[src/logic/lsec_regs.vh]
// Register map, field positions, codes and timing constants
`ifndef LSEC_REGS_VH
`define LSEC_REGS_VH

// ----------------------------------------
// Register addresses
// ----------------------------------------
`define LSEC_A_CTRL 8'h00
`define LSEC_A_PWM_FIRST 8'h16
`define LSEC_A_PWM_LAST 8'h1e
`define LSEC_A_PC1 8'h37
`define LSEC_A_PC3 8'h39
`define LSEC_A_MAP1_HI 8'h70
`define LSEC_A_MAP1_LO 8'h71
`define LSEC_A_MAP2_HI 8'h72
`define LSEC_A_MAP2_LO 8'h73
`define LSEC_A_MAP3_HI 8'h74
`define LSEC_A_MAP3_LO 8'h75
`define LSEC_A_GAIN 8'h76

// ----------------------------------------
// Field positions
// ----------------------------------------
`define LSEC_CHIP_EN_BIT 6
`define LSEC_EXEC1_HI 5
`define LSEC_EXEC1_LO 4
`define LSEC_THR_HI 7
`define LSEC_THR_LO 6
`define LSEC_ADAPT_BIT 5
`define LSEC_TMR_HI 4
`define LSEC_TMR_LO 3
`define LSEC_FORCE_BIT 2

// ----------------------------------------
// Reset values and codes
// ----------------------------------------
`define LSEC_RST_BYTE 8'h00
`define LSEC_RST_MAP 9'h000
`define LSEC_EXEC_HOLD 2'b00
`define LSEC_EXEC_STEP 2'b01
`define LSEC_EXEC_FREE 2'b10
`define LSEC_EXEC_ONCE 2'b11
`define LSEC_MODE_LOAD 2'b01
`define LSEC_MODE_RUN 2'b10
`define LSEC_MODE_HALT 2'b11
`define LSEC_TMR_5 2'b00
`define LSEC_TMR_10 2'b01
`define LSEC_TMR_50 2'b10
`define LSEC_THR_400 9'h190
`define LSEC_THR_300 9'h12c
`define LSEC_THR_200 9'h0c8
`define LSEC_THR_100 9'h064
`define LSEC_PC_LIMIT 7'h5f

// ----------------------------------------
// Timing
// ----------------------------------------
`define LSEC_CLK_HZ 10000000
`define LSEC_T5_MS 5
`define LSEC_T10_MS 10
`define LSEC_T50_MS 50

`endif

[src/logic/lsec_i2c_slave.v]
// Serial bus slave: byte transfers into register pointer, writes and reads
`timescale 1ns/10ps
`default_nettype none
`include "lsec_regs.vh"
module lsec_i2c_slave #(
    parameter [6:0] DEV_ADDR = 7'h32
) (
    input wire clk,
    input wire rst,
    input wire scl_in,
    input wire sda_in,
    output reg sda_out,
    output reg sda_oe,
    output reg [7:0] ptr_reg,
    output reg wr_en_reg,
    output reg [7:0] wr_data_reg,
    input wire [7:0] rd_data
);
    localparam [2:0] S_IDLE = 3'd0;
    localparam [2:0] S_ADDR = 3'd1;
    localparam [2:0] S_ACKA = 3'd2;
    localparam [2:0] S_WDAT = 3'd3;
    localparam [2:0] S_ACKW = 3'd4;
    localparam [2:0] S_RDAT = 3'd5;
    localparam [2:0] S_ACKR = 3'd6;

    // ----------------------------------------
    // Input synchronisers, change taken when stages two and three agree
    // ----------------------------------------
    reg [2:0] scl_sync_reg;
    reg [2:0] sda_sync_reg;
    reg scl_reg;
    reg sda_reg;
    always @(posedge clk) begin
        scl_sync_reg <= {scl_sync_reg[1:0], scl_in};
        sda_sync_reg <= {sda_sync_reg[1:0], sda_in};
        if (rst) begin
            scl_reg <= 1'b1;
            sda_reg <= 1'b1;
        end else begin
            if (scl_sync_reg[1] == scl_sync_reg[2])
                scl_reg <= scl_sync_reg[2];
            if (sda_sync_reg[1] == sda_sync_reg[2])
                sda_reg <= sda_sync_reg[2];
        end
    end
    wire scl_f = scl_sync_reg[1] == scl_sync_reg[2] ? scl_sync_reg[2] : scl_reg;
    wire sda_f = sda_sync_reg[1] == sda_sync_reg[2] ? sda_sync_reg[2] : sda_reg;
    wire scl_rise = scl_f && !scl_reg;
    wire scl_fall = !scl_f && scl_reg;
    wire start_cond = scl_reg && scl_f && sda_reg && !sda_f;
    wire stop_cond = scl_reg && scl_f && !sda_reg && sda_f;

    // ----------------------------------------
    // Byte engine
    // ----------------------------------------
    reg [2:0] st_reg;
    reg [2:0] bit_reg;
    reg [7:0] sh_reg;
    reg full_reg;
    reg first_reg;
    reg nack_reg;
    always @(posedge clk) begin
        if (rst) begin
            st_reg <= S_IDLE;
            bit_reg <= 3'd7;
            sh_reg <= `LSEC_RST_BYTE;
            full_reg <= 1'b0;
            first_reg <= 1'b0;
            nack_reg <= 1'b0;
            sda_out <= 1'b0;
            sda_oe <= 1'b0;
            ptr_reg <= `LSEC_RST_BYTE;
            wr_en_reg <= 1'b0;
            wr_data_reg <= `LSEC_RST_BYTE;
        end else begin
            wr_en_reg <= 1'b0;
            sda_out <= 1'b0;
            if (start_cond) begin
                st_reg <= S_ADDR;
                bit_reg <= 3'd7;
                full_reg <= 1'b0;
                sda_oe <= 1'b0;
            end else if (stop_cond) begin
                st_reg <= S_IDLE;
                sda_oe <= 1'b0;
            end else if (scl_rise) begin
                if (st_reg == S_ADDR || st_reg == S_WDAT) begin
                    sh_reg <= {sh_reg[6:0], sda_f};
                    bit_reg <= bit_reg - 3'd1;
                    full_reg <= (bit_reg == 3'd0);
                end
                if (st_reg == S_ACKR)
                    nack_reg <= sda_f;
            end else if (scl_fall) begin
                case (st_reg)
                    S_ADDR: begin
                        if (full_reg) begin
                            if (sh_reg[7:1] == DEV_ADDR) begin
                                st_reg <= S_ACKA;
                                sda_oe <= 1'b1;
                            end else begin
                                st_reg <= S_IDLE;
                            end
                        end
                    end
                    S_ACKA: begin
                        bit_reg <= 3'd7;
                        full_reg <= 1'b0;
                        if (sh_reg[0]) begin
                            st_reg <= S_RDAT;
                            sh_reg <= rd_data;
                            sda_oe <= ~rd_data[7];
                        end else begin
                            st_reg <= S_WDAT;
                            first_reg <= 1'b1;
                            sda_oe <= 1'b0;
                        end
                    end
                    S_WDAT: begin
                        if (full_reg) begin
                            if (first_reg) begin
                                ptr_reg <= sh_reg;
                            end else begin
                                wr_en_reg <= 1'b1;
                                wr_data_reg <= sh_reg;
                            end
                            st_reg <= S_ACKW;
                            sda_oe <= 1'b1;
                        end
                    end
                    S_ACKW: begin
                        // Pointer moves after the strobe so the write lands at the old one
                        if (!first_reg)
                            ptr_reg <= ptr_reg + 8'd1;
                        first_reg <= 1'b0;
                        st_reg <= S_WDAT;
                        bit_reg <= 3'd7;
                        full_reg <= 1'b0;
                        sda_oe <= 1'b0;
                    end
                    S_RDAT: begin
                        if (bit_reg == 3'd0) begin
                            st_reg <= S_ACKR;
                            sda_oe <= 1'b0;
                            ptr_reg <= ptr_reg + 8'd1;
                        end else begin
                            sh_reg <= {sh_reg[6:0], 1'b0};
                            sda_oe <= ~sh_reg[6];
                            bit_reg <= bit_reg - 3'd1;
                        end
                    end
                    S_ACKR: begin
                        if (nack_reg) begin
                            st_reg <= S_IDLE;
                        end else begin
                            st_reg <= S_RDAT;
                            bit_reg <= 3'd7;
                            sh_reg <= rd_data;
                            sda_oe <= ~rd_data[7];
                        end
                    end
                    default: st_reg <= S_IDLE;
                endcase
            end
        end
    end
endmodule
`default_nettype wire

[src/logic/lsec_seq_engine.v]
// Engine one execution control and program counter
`timescale 1ns/10ps
`default_nettype none
`include "lsec_regs.vh"
module lsec_seq_engine #(
    parameter [7:0] INSTR_CYC = 8'h04
) (
    input wire clk,
    input wire rst,
    input wire powered,
    input wire [1:0] run_field,
    input wire [1:0] op_mode,
    input wire pc_wr,
    input wire [6:0] pc_wdata,
    output reg [6:0] pc_reg,
    output reg busy_reg,
    output reg exec_clr_reg
);
    reg [7:0] cnt_reg;
    reg [1:0] kind_reg;
    wire run_ok = powered && op_mode == `LSEC_MODE_RUN;
    wire [6:0] pc_inc = (pc_reg == `LSEC_PC_LIMIT) ? 7'h00 : pc_reg + 7'h01;

    always @(posedge clk) begin
        if (rst) begin
            pc_reg <= 7'h00;
            busy_reg <= 1'b0;
            exec_clr_reg <= 1'b0;
            cnt_reg <= 8'h00;
            kind_reg <= `LSEC_EXEC_HOLD;
        end else begin
            exec_clr_reg <= 1'b0;
            if (!powered || op_mode == `LSEC_MODE_HALT) begin
                busy_reg <= 1'b0;
            end else if (op_mode == `LSEC_MODE_LOAD) begin
                busy_reg <= 1'b0;
                pc_reg <= 7'h00;
            end else if (busy_reg) begin
                if (cnt_reg == 8'h01) begin
                    case (kind_reg)
                        `LSEC_EXEC_STEP: begin
                            pc_reg <= pc_inc;
                            exec_clr_reg <= 1'b1;
                            busy_reg <= 1'b0;
                        end
                        `LSEC_EXEC_ONCE: begin
                            exec_clr_reg <= 1'b1;
                            busy_reg <= 1'b0;
                        end
                        default: begin
                            pc_reg <= pc_inc;
                            // Hold lets the running instruction end first
                            busy_reg <= run_ok && run_field == `LSEC_EXEC_FREE;
                            cnt_reg <= INSTR_CYC;
                        end
                    endcase
                end else begin
                    cnt_reg <= cnt_reg - 8'h01;
                end
            end else if (run_ok && run_field != `LSEC_EXEC_HOLD && !exec_clr_reg) begin
                busy_reg <= 1'b1;
                kind_reg <= run_field;
                cnt_reg <= INSTR_CYC;
            end else if (pc_wr) begin
                pc_reg <= pc_wdata;
            end
        end
    end
endmodule
`default_nettype wire

[src/logic/lsec_top.v]
// LED sequencer control register slice with serial bus access
`timescale 1ns/10ps
`default_nettype none
`include "lsec_regs.vh"
module lsec_top #(
    parameter [6:0] DEV_ADDR = 7'h32,
    parameter [31:0] T5_CYC = `LSEC_T5_MS * (`LSEC_CLK_HZ / 1000),
    parameter [31:0] T10_CYC = `LSEC_T10_MS * (`LSEC_CLK_HZ / 1000),
    parameter [31:0] T50_CYC = `LSEC_T50_MS * (`LSEC_CLK_HZ / 1000),
    parameter [15:0] STARTUP_CYC = 16'h0010,
    parameter [7:0] INSTR_CYC = 8'h04
) (
    input wire clk,
    input wire rst,
    input wire scl_in,
    input wire sda_in,
    output wire sda_out,
    output wire sda_oe,
    input wire [8:0] seq1_map,
    input wire [8:0] seq2_map,
    input wire [8:0] seq3_map,
    input wire [1:0] sequencer_one_op_mode,
    input wire pump_at_boost,
    output reg chip_powered_reg,
    output reg [1:0] sequencer_one_run_field,
    output reg [8:0] threshold_mv_reg,
    output reg adaptive_level_enable,
    output reg [1:0] timer_sel_reg,
    output reg force_unity_gain,
    output reg pump_unity_req_reg,
    output wire [6:0] seq1_pc,
    output wire seq1_busy
);
    // Power sequencing states
    localparam [1:0] P_OFF = 2'd0;
    localparam [1:0] P_START = 2'd1;
    localparam [1:0] P_ON = 2'd2;

    // ----------------------------------------
    // Bus slave
    // ----------------------------------------
    wire [7:0] ptr;
    wire wr_en;
    wire [7:0] wr_data;
    reg [7:0] rd_data;

    // Pointer and write strobe come from flops, one clock wide
    lsec_i2c_slave #(
        .DEV_ADDR(DEV_ADDR)
    ) u_bus (
        .clk(clk),
        .rst(rst),
        .scl_in(scl_in),
        .sda_in(sda_in),
        .sda_out(sda_out),
        .sda_oe(sda_oe),
        .ptr_reg(ptr),
        .wr_en_reg(wr_en),
        .wr_data_reg(wr_data),
        .rd_data(rd_data)
    );

    // ----------------------------------------
    // Control register
    // ----------------------------------------
    reg chip_en_reg;
    // Engines two and three only keep their run fields
    reg [3:0] exec23_reg;
    wire exec_clr;
    wire ctrl_wr = wr_en && ptr == `LSEC_A_CTRL;
    // Counter access needs hold and no instruction in flight
    wire in_hold = sequencer_one_run_field == `LSEC_EXEC_HOLD && !seq1_busy;

    always @(posedge clk) begin
        if (rst) begin
            chip_en_reg <= 1'b0;
            sequencer_one_run_field <= `LSEC_EXEC_HOLD;
            exec23_reg <= 4'h0;
        end else begin
            // Power enable lands even in standby
            if (ctrl_wr)
                chip_en_reg <= wr_data[`LSEC_CHIP_EN_BIT];
            // Host write beats the engine's return to hold
            if (ctrl_wr && chip_en_reg) begin
                sequencer_one_run_field <= wr_data[`LSEC_EXEC1_HI:`LSEC_EXEC1_LO];
                exec23_reg <= wr_data[3:0];
            end else if (exec_clr) begin
                sequencer_one_run_field <= `LSEC_EXEC_HOLD;
            end
        end
    end

    // ----------------------------------------
    // Start-up sequence
    // ----------------------------------------
    reg [1:0] pwr_st_reg;
    reg [15:0] pwr_cnt_reg;
    always @(posedge clk) begin
        if (rst) begin
            pwr_st_reg <= P_OFF;
            pwr_cnt_reg <= 16'h0000;
            chip_powered_reg <= 1'b0;
        end else begin
            case (pwr_st_reg)
                P_OFF: begin
                    chip_powered_reg <= 1'b0;
                    if (chip_en_reg) begin
                        pwr_st_reg <= P_START;
                        pwr_cnt_reg <= STARTUP_CYC;
                    end
                end
                // Dropping the enable aborts start-up at once
                P_START: begin
                    if (!chip_en_reg) begin
                        pwr_st_reg <= P_OFF;
                    end else if (pwr_cnt_reg <= 16'h0001) begin
                        pwr_st_reg <= P_ON;
                        chip_powered_reg <= 1'b1;
                    end else begin
                        pwr_cnt_reg <= pwr_cnt_reg - 16'h0001;
                    end
                end
                P_ON: begin
                    if (!chip_en_reg) begin
                        pwr_st_reg <= P_OFF;
                        chip_powered_reg <= 1'b0;
                    end
                end
                default: pwr_st_reg <= P_OFF;
            endcase
        end
    end

    // ----------------------------------------
    // Engine one
    // ----------------------------------------
    // Counter write is also dropped while an instruction is in flight
    wire pc_wr = wr_en && ptr == `LSEC_A_PC1 && chip_en_reg && in_hold;

    // Busy covers the whole instruction, not just its first clock
    lsec_seq_engine #(
        .INSTR_CYC(INSTR_CYC)
    ) u_eng (
        .clk(clk),
        .rst(rst),
        .powered(chip_powered_reg),
        .run_field(sequencer_one_run_field),
        .op_mode(sequencer_one_op_mode),
        .pc_wr(pc_wr),
        .pc_wdata(wr_data[6:0]),
        .pc_reg(seq1_pc),
        .busy_reg(seq1_busy),
        .exec_clr_reg(exec_clr)
    );

    // ----------------------------------------
    // Mapping registers, fed by the engines only
    // ----------------------------------------
    // No write path exists, so host writes fall away
    reg [8:0] map_reg [0:2];
    wire [26:0] map_in = {seq3_map, seq2_map, seq1_map};
    genvar gi;
    generate
        for (gi = 0; gi < 3; gi = gi + 1) begin : g_map
            always @(posedge clk) begin
                if (rst)
                    map_reg[gi] <= `LSEC_RST_MAP;
                else
                    map_reg[gi] <= map_in[gi*9 +: 9];
            end
        end
    endgenerate

    // ----------------------------------------
    // Gain change configuration
    // ----------------------------------------
    always @(posedge clk) begin
        if (rst) begin
            threshold_mv_reg <= `LSEC_THR_400;
            adaptive_level_enable <= 1'b0;
            timer_sel_reg <= `LSEC_TMR_5;
            force_unity_gain <= 1'b0;
        end else if (wr_en && ptr == `LSEC_A_GAIN) begin
            case (wr_data[`LSEC_THR_HI:`LSEC_THR_LO])
                2'b00: threshold_mv_reg <= `LSEC_THR_400;
                2'b01: threshold_mv_reg <= `LSEC_THR_300;
                2'b10: threshold_mv_reg <= `LSEC_THR_200;
                default: threshold_mv_reg <= `LSEC_THR_100;
            endcase
            adaptive_level_enable <= wr_data[`LSEC_ADAPT_BIT];
            timer_sel_reg <= wr_data[`LSEC_TMR_HI:`LSEC_TMR_LO];
            force_unity_gain <= wr_data[`LSEC_FORCE_BIT];
        end
    end

    // Stored in millivolts; readback re-encodes the field
    reg [1:0] thr_code;
    always @* begin
        case (threshold_mv_reg)
            `LSEC_THR_400: thr_code = 2'b00;
            `LSEC_THR_300: thr_code = 2'b01;
            `LSEC_THR_200: thr_code = 2'b10;
            default: thr_code = 2'b11;
        endcase
    end

    // ----------------------------------------
    // Return-to-unity timer
    // ----------------------------------------
    reg [2:0] boost_sync_reg;
    reg boost_reg;
    reg [31:0] gt_cnt_reg;
    reg [31:0] gt_period;
    always @* begin
        case (timer_sel_reg)
            `LSEC_TMR_5: gt_period = T5_CYC;
            `LSEC_TMR_10: gt_period = T10_CYC;
            `LSEC_TMR_50: gt_period = T50_CYC;
            default: gt_period = 32'h0000_0000;
        endcase
    end
    // Infinite setting means the pump never drops back on its own
    wire gt_run = force_unity_gain && boost_reg && chip_powered_reg &&
        gt_period != 32'h0000_0000;

    always @(posedge clk) begin
        boost_sync_reg <= {boost_sync_reg[1:0], pump_at_boost};
        if (rst) begin
            boost_reg <= 1'b0;
            gt_cnt_reg <= 32'h0000_0000;
            pump_unity_req_reg <= 1'b0;
        end else begin
            if (boost_sync_reg[1] == boost_sync_reg[2])
                boost_reg <= boost_sync_reg[2];
            pump_unity_req_reg <= 1'b0;
            // Any arming condition dropping restarts the period
            if (!gt_run) begin
                gt_cnt_reg <= 32'h0000_0000;
            end else if (gt_cnt_reg >= gt_period - 32'h0000_0001) begin
                gt_cnt_reg <= 32'h0000_0000;
                pump_unity_req_reg <= 1'b1;
            end else begin
                gt_cnt_reg <= gt_cnt_reg + 32'h0000_0001;
            end
        end
    end

    // ----------------------------------------
    // Read data
    // ----------------------------------------
    always @* begin
        rd_data = `LSEC_RST_BYTE;
        case (ptr)
            `LSEC_A_CTRL: begin
                rd_data[`LSEC_CHIP_EN_BIT] = chip_en_reg;
                if (chip_en_reg) begin
                    rd_data[`LSEC_EXEC1_HI:`LSEC_EXEC1_LO] = sequencer_one_run_field;
                    rd_data[3:0] = exec23_reg;
                end
            end
            // Standby or an engine in flight reads as zero
            `LSEC_A_PC1: begin
                if (chip_en_reg && in_hold)
                    rd_data = {1'b0, seq1_pc};
            end
            `LSEC_A_MAP1_HI: rd_data = {7'h00, map_reg[0][8]};
            `LSEC_A_MAP1_LO: rd_data = map_reg[0][7:0];
            `LSEC_A_MAP2_HI: rd_data = {7'h00, map_reg[1][8]};
            `LSEC_A_MAP2_LO: rd_data = map_reg[1][7:0];
            `LSEC_A_MAP3_HI: rd_data = {7'h00, map_reg[2][8]};
            `LSEC_A_MAP3_LO: rd_data = map_reg[2][7:0];
            `LSEC_A_GAIN: begin
                rd_data[`LSEC_THR_HI:`LSEC_THR_LO] = thr_code;
                rd_data[`LSEC_ADAPT_BIT] = adaptive_level_enable;
                rd_data[`LSEC_TMR_HI:`LSEC_TMR_LO] = timer_sel_reg;
                rd_data[`LSEC_FORCE_BIT] = force_unity_gain;
            end
            default: rd_data = `LSEC_RST_BYTE;
        endcase
    end
endmodule
`default_nettype wire

[config.mk]
export PLATFORM = sky130hd
export DESIGN_NAME = lsec_top
export DESIGN_NICKNAME = d
export VERILOG_FILES = /design/src/logic/lsec_i2c_slave.v /design/src/logic/lsec_seq_engine.v /design/src/logic/lsec_top.v
export VERILOG_INCLUDE_DIRS = /design/src /design/src/logic
export SDC_FILE = /design/constraint.sdc
export NUM_CORES = 1
export LEC_CHECK = 0
export BUFFER_PORTS_ARGS = -buffer_cell sky130_fd_sc_hd__buf_4
export CAP_MARGIN = 15
export CORE_AREA = 2 2 123 125
export DETAILED_ROUTE_END_ITERATION = 16
export DIE_AREA = 0 0 125 127
export PLACE_DENSITY_LB_ADDON = 0.25
export SLEW_MARGIN = 30
export SYNTH_ARGS = -nofsm -noshare
export SYNTH_HDL_FRONTEND = slang
export SYNTH_HIERARCHICAL = 1
export SYNTH_SLANG_ARGS = --single-unit
[constraint.sdc]
create_clock -name clk -period 3.8 [get_ports clk]
set_input_delay 0.76 -clock clk [delete_from_list [all_inputs] [get_ports clk]]
set_output_delay 0.76 -clock clk [all_outputs]
set_load 0.02 [all_outputs]
# Word-level counts from Yosys, hierarchy flattened
# Memory sizes are Yosys's and may differ from the RTL's.
# Index checks and enable logic that the tools add are counted.
classes:
  n_eq_ne: 61
  n_mux: 91
  bitwise: 17
  n_lt_le_gt_ge: 2
  addsub: 7
  n_reduce_logical: 78
ops:
  columns: ["operator", "count"]
  rows:
  - ["two-way mux 8 bit", 14]
  - ["case mux 19 bit (3 select lines)", 1]
  - ["equality test 8 x 7 -> 1 bit (second input constant)", 7]
  - ["two-way mux 7 bit", 8]
  - ["two-way mux 16 bit", 3]
  - ["case mux 8 bit (3 select lines)", 2]
  - ["adder 32 x 1 -> 32 bit (second input constant)", 1]
  - ["greater-or-equal comparator 32 bit", 1]
  - ["case mux 16 bit (2 select lines)", 1]
  - ["nonzero test 32 bit", 1]
  - ["subtractor 32 x 1 -> 32 bit (second input constant)", 1]
  - ["two-way mux 1 bit", 30]
  - ["two-way mux 3 bit", 10]
  - ["case mux 5 bit (6 select lines)", 1]
  - ["two-way mux 9 bit", 3]
  - ["case mux 9 bit (3 select lines)", 1]
  - ["AND reduction 4 bit", 6]
  - ["logical AND 1 bit", 22]
  - ["AND reduction 7 bit", 3]
  - ["inequality test 2 bit (second input constant)", 10]
  - ["equality test 9 bit (second input constant)", 2]
  - ["case mux 3 bit (6 select lines)", 1]
  - ["less-or-equal comparator 16 x 1 -> 1 bit (second input constant)", 1]
  - ["case mux 2 bit (8 select lines)", 1]
  - ["49 further kinds", 125]
word_totals:
  ram_bits: 27
  in_bits: 34
  output_inout_bits: 27
  reg_bits: 138
  mem_count: 1
mem_list:
  columns: ["name", "depth", "width", "rd", "rd_ports_with_merged_regs", "write_ports", "line", "text"]
  rows:
  - ["map_reg", 3, 9, 3, 0, 3, "lsec_top.v:160", "reg [8:0] map_reg [0:2];"]

# Logic depth before layout (Yosys ltp)
depth:
  ltp_word: 9
  ltp_mapped: 11
  ltp_nobuf: 10

# Hierarchy
# Netlist, hierarchy kept.
modules_own_cells:
  columns: ["mod", "area_each_um2", "cells_each", "seq_area_each_um2", "n_inst"]
  rows:
  - ["lsec_top", 4939.7, 559, 2001.9, 1]
  - ["lsec_i2c_slave", 2426.1, 282, 860.8, 1]
  - ["lsec_seq_engine", 1237.4, 138, 380.4, 1]

# Least setup slack after synthesis
# OpenSTA, ideal clock, no wires.
synth_timing:
  path_type: "register to register"
  startpoint: "register timer_sel_reg[1]"
  endpoint: "register gt_cnt_reg[10]"
  period_less_slack_ns: 3.086
  required_time_ns: 3.735
  stages_incl_launch_ff: 12
  arrival_time_ns: 3.021
  slack_ns: 0.714
  n_path_buf: 1
  path_cell_list: "dfxtp_1 -> inv_1 -> ha_1 -> xnor2_1 -> ha_1 -> and4_1 -> a221oi_1 -> a211oi_1 -> o31a_1 -> or4_1 -> clkbuf_1 -> nor2_1"
synth_via:
  elab_chain_cells: 6
  word_cells_on_any_way: 10
  cone_classes: "add/sub: 1; order compare: 1; eq/ne: 2; mux: 1; bitwise: 1; reduce/logical: 4"
synth_lines:
  columns: ["element", "line", "text"]
  rows:
  - ["from (decl)", "lsec_top.v:28", "output reg [1:0] timer_sel_reg,"]
  - ["from (signal assigned)", "lsec_top.v:181", "timer_sel_reg <= `LSEC_TMR_5;"]
  - ["from (signal assigned)", "lsec_top.v:191", "timer_sel_reg <= wr_data[`LSEC_TMR_HI:`LSEC_TMR_LO];"]
  - ["equality test 2 bit, or another cell as far along", "lsec_top.v:215", "case (timer_sel_reg)"]
  - ["case mux 19 bit (3 select lines) *", "lsec_top.v:215", null]
  - ["branches (longest 3 deep; another with subtractor 32 x 1 -> 32 bit)", null, null]
  - ["OR reduction 3 bit (no source line) *", null, null]
  - ["to (signal assigned)", "lsec_top.v:243", "gt_cnt_reg <= gt_cnt_reg + 32'h0000_0001;"]
  - ["to (decl)", "lsec_top.v:212", "reg [31:0] gt_cnt_reg;"]
# Every way passes the cells marked *.
# A chain may end at the register's enable or synchronous reset.

# Worst setup path in the final report
layout_timing:
  startpoint: "register timer_sel_reg[0]"
  endpoint: "register gt_cnt_reg[1]"
# The elaborated chain is that of the path after synthesis.

==> run summary <==
Status = finished, final reports clean
Met2 GRT Util = 0.415
Reg power frac = 0.476
Layout cells sized above 1 = 0.126
Die footprint = 15,900 µm²
Clock transition at the registers of the reported paths = 0.07 ns
WL/cell = 16.7 µm
Tcrit/Tclk final = 0.887
Via density per instance = 6.08
Synth Area in Adders = 0.0782
Crit path top cell by count = ha_1
Clock group share of total power = 0.480
Fmax = 297 MHz
Vias in the first global route = 6,779
DR iter-0 viols = 488
Max reg flops = 32
Number of remaining DRC errors = 0
# H-tree levels = 4
Routability cong. = 0.925
Synthesized area = 8600 µm²
Top-count cell post-synth = dfxtp_1
Kind of critical path = flop to flop
GRT busiest layer = met2
CP endpoint kind = flop
CTS Sinks = 162
Peak supply drop = 313 µV
Clock Tree Root = clkbuf_16
Cell family with most CP delay = simple AND/OR/NAND/NOR gates
PortBufs = 57
Die width = 125 µm
Slew @ Worst Pin = 0.797 ns
Synth Area in XOR/XNOR = 0.0478
CTS tree = yes
Met1 usage = 0.335
Antenna viol nets, final = 0
Number of top-level pins = 61
Worst path required time = 4.15 ns
Largest net degree at the start of global routing = 63
Post-synth top area share = 0.377
Setup bufs post-CTS = 0
Leakage = 3.74 nW
Final nets = 1,106
Mux contribution to synthesized area = 0.0343
Number of enable flip-flop cells after synthesis = 0
Crit path largest cell delay = 0.69 ns
Setup TNS Final = 0 ns
Slew HR = 0.469
Aggregate routed wire length = 20.2 mm
# rows = 44
Sequential area share after synthesis = 0.377
Final hold violations = 0
Syn. warnings = 6
CORE AREA = 14,400 µm²
Cells after Synth = 979
P&R area growth vs syn = 12.9%
RSZ-0062 raised after global routing = false
Post-synthesis area per instance = 8.79 µm²
Switching part of the total = 0.229
Max Clock Skew = 0.00682 ns
CTS Hold Bufs = 0
Initial antenna violation count = 0
Die height = 127 µm
Psw = 0.843 mW
Setup ws final = 0.429 ns
Setup crit start kind = flop
Hold crit path type = flop to flop
CTS Buf Count = 17
Distinct cells, synth = 90
Cell Pwr Density = 379 nW/µm²
#FFs+latches synth = 162
Latest clock arrival within the worst-skew pair = 0.43 ns
Max Slew Vio Count = 0
Grt ovf = 0
HPWL Detailed = 14.3 mm
Critical Path AT = 3.73 ns
Top post-synthesis cells by area = dfxtp_1 (38%), ha_1 (7.7%), nor2_1 (4.5%)
First-pass GRT wire length = 33.1 mm
DRT Pass-1 Iters = 5
Total number of vias = 7,387
Compound-Gate Fraction of Synth Area = 0.155
Fraction of registers with async set or reset after synthesis = 0
Final setup vio count = 0
Fin crit period = 3.37 ns
Simple-Gate Fraction of Synth Area = 0.266
Total track usage = 0.252
Top FF cell, synth = dfxtp_1
Synth area leader = dfxtp_1
PostCTS Resize Cnt = 0
Initial Util = 0.596
Internal power = 2.83 mW
Crit path max-delay cell type = or4_1
Crit-path max FO = 23
Power share of the combinational group = 0.044
Max Cap Violations = 0
Diodes inserted = 0
Largest family of logic cells by synthesized area = simple AND/OR/NAND/NOR gates
Post-synth top cells = dfxtp_1 (162), nor2_1 (102), nand2_1 (73)
Clock buffer depth = 2
CP bufs+invs = 1
Place WS = 0.458 ns
Met3 Usage GRT = 0.0436
CP Cell Sequence = ha_1 > xnor2_1 > ha_1 > and4_1 > a221oi_1 > a211oi_1 > o31a_1 > or4_1 > buf_4 > nor2_1
-- area by class of cell --
cell class	instances	area, µm²
tap	184	230
clock buffer	17	425
multi-input combinational	742	5020
timing repair buffer	67	503
clock inverter	14	178
fill	1181	4710
sequential	162	3240
inverter	29	109
-- power groups by stage --
| stage | Sequential [mW] | Clock, mW | Combinational (mW) |
|---|---|---|---|
| finish | 1.75 | 1.77 | 0.160 |
| global route | 1.75 | 1.85 | 0.175 |
| CTS | 1.75 | 1.79 | 0.159 |
| detailed placement | 1.79 | 0 | 0.158 |
| global placement | 1.79 | 0 | 0.156 |
| floorplan | 1.77 | 0 | 0.121 |
-- worst paths after layout --
path / startpoint / end / slack, ns / cells after the start
worst min-delay path: u_bus/scl_sync_reg[0] / u_bus/scl_sync_reg[1] / 0.33 / 0
worst max register to register: timer_sel_reg[0] / gt_cnt_reg[1] / 0.43 / 10
worst min register to register: u_bus/scl_sync_reg[0] / u_bus/scl_sync_reg[1] / 0.33 / 0
worst max-delay path: timer_sel_reg[0] / gt_cnt_reg[1] / 0.43 / 10
-- per-stage QoR --
stage / instances / utilization / hold WS (ns) / area (µm²) / power (mW)
floorplan: 980 / - / 0.310 / 8610 / 1.89
global placement: 1184 / 0.631 / 0.310 / 9110 / 1.94
detailed placement: 1184 / 0.631 / 0.312 / 9110 / 1.94
CTS: 1215 / 0.673 / 0.328 / 9710 / 3.70
global route: 1215 / 0.673 / 0.333 / 9710 / 3.78
finish: 1215 / 0.673 / 0.327 / 9710 / 3.68
-- metal layers --
metal  share of wire  up-vias
met4           0.017        0
met2            0.47      283
met5               0        -
li1                -     3612
met1            0.45     3461
met3           0.064       31
-- layout by cell type, fill, tap and decap left out, drive strengths merged, types with 12 or more instances in the layout --
cell type	n
nor4	12
nand4	14
nor2b	48
inv	34
nand2	74
ha	53
a21oi	58
mux2i	22
buf	67
dfxtp	162
nand2b	14
xnor2	24
nor2	102
nor3	29
xor2	23
o21ai	30
a22oi	25
nand3	50
clkbuf	17
-- cell families (layout without fill, tap and decap cells) --
| kind of cell | Yosys count | in the layout |
|---|---|---|
| and+or+nand+nor | 420 | 420 |
| AOI/OAI and AO/OA | 191 | 191 |
| DFF | 162 | 162 |
| buffers and inverters | 76 | 127 |
| adders and majority gates | 54 | 54 |
| xor gates and xnor gates | 47 | 47 |
| muxes | 27 | 27 |
| other | 2 | 3 |
No activity file was read; power rests on OpenSTA's default activity.
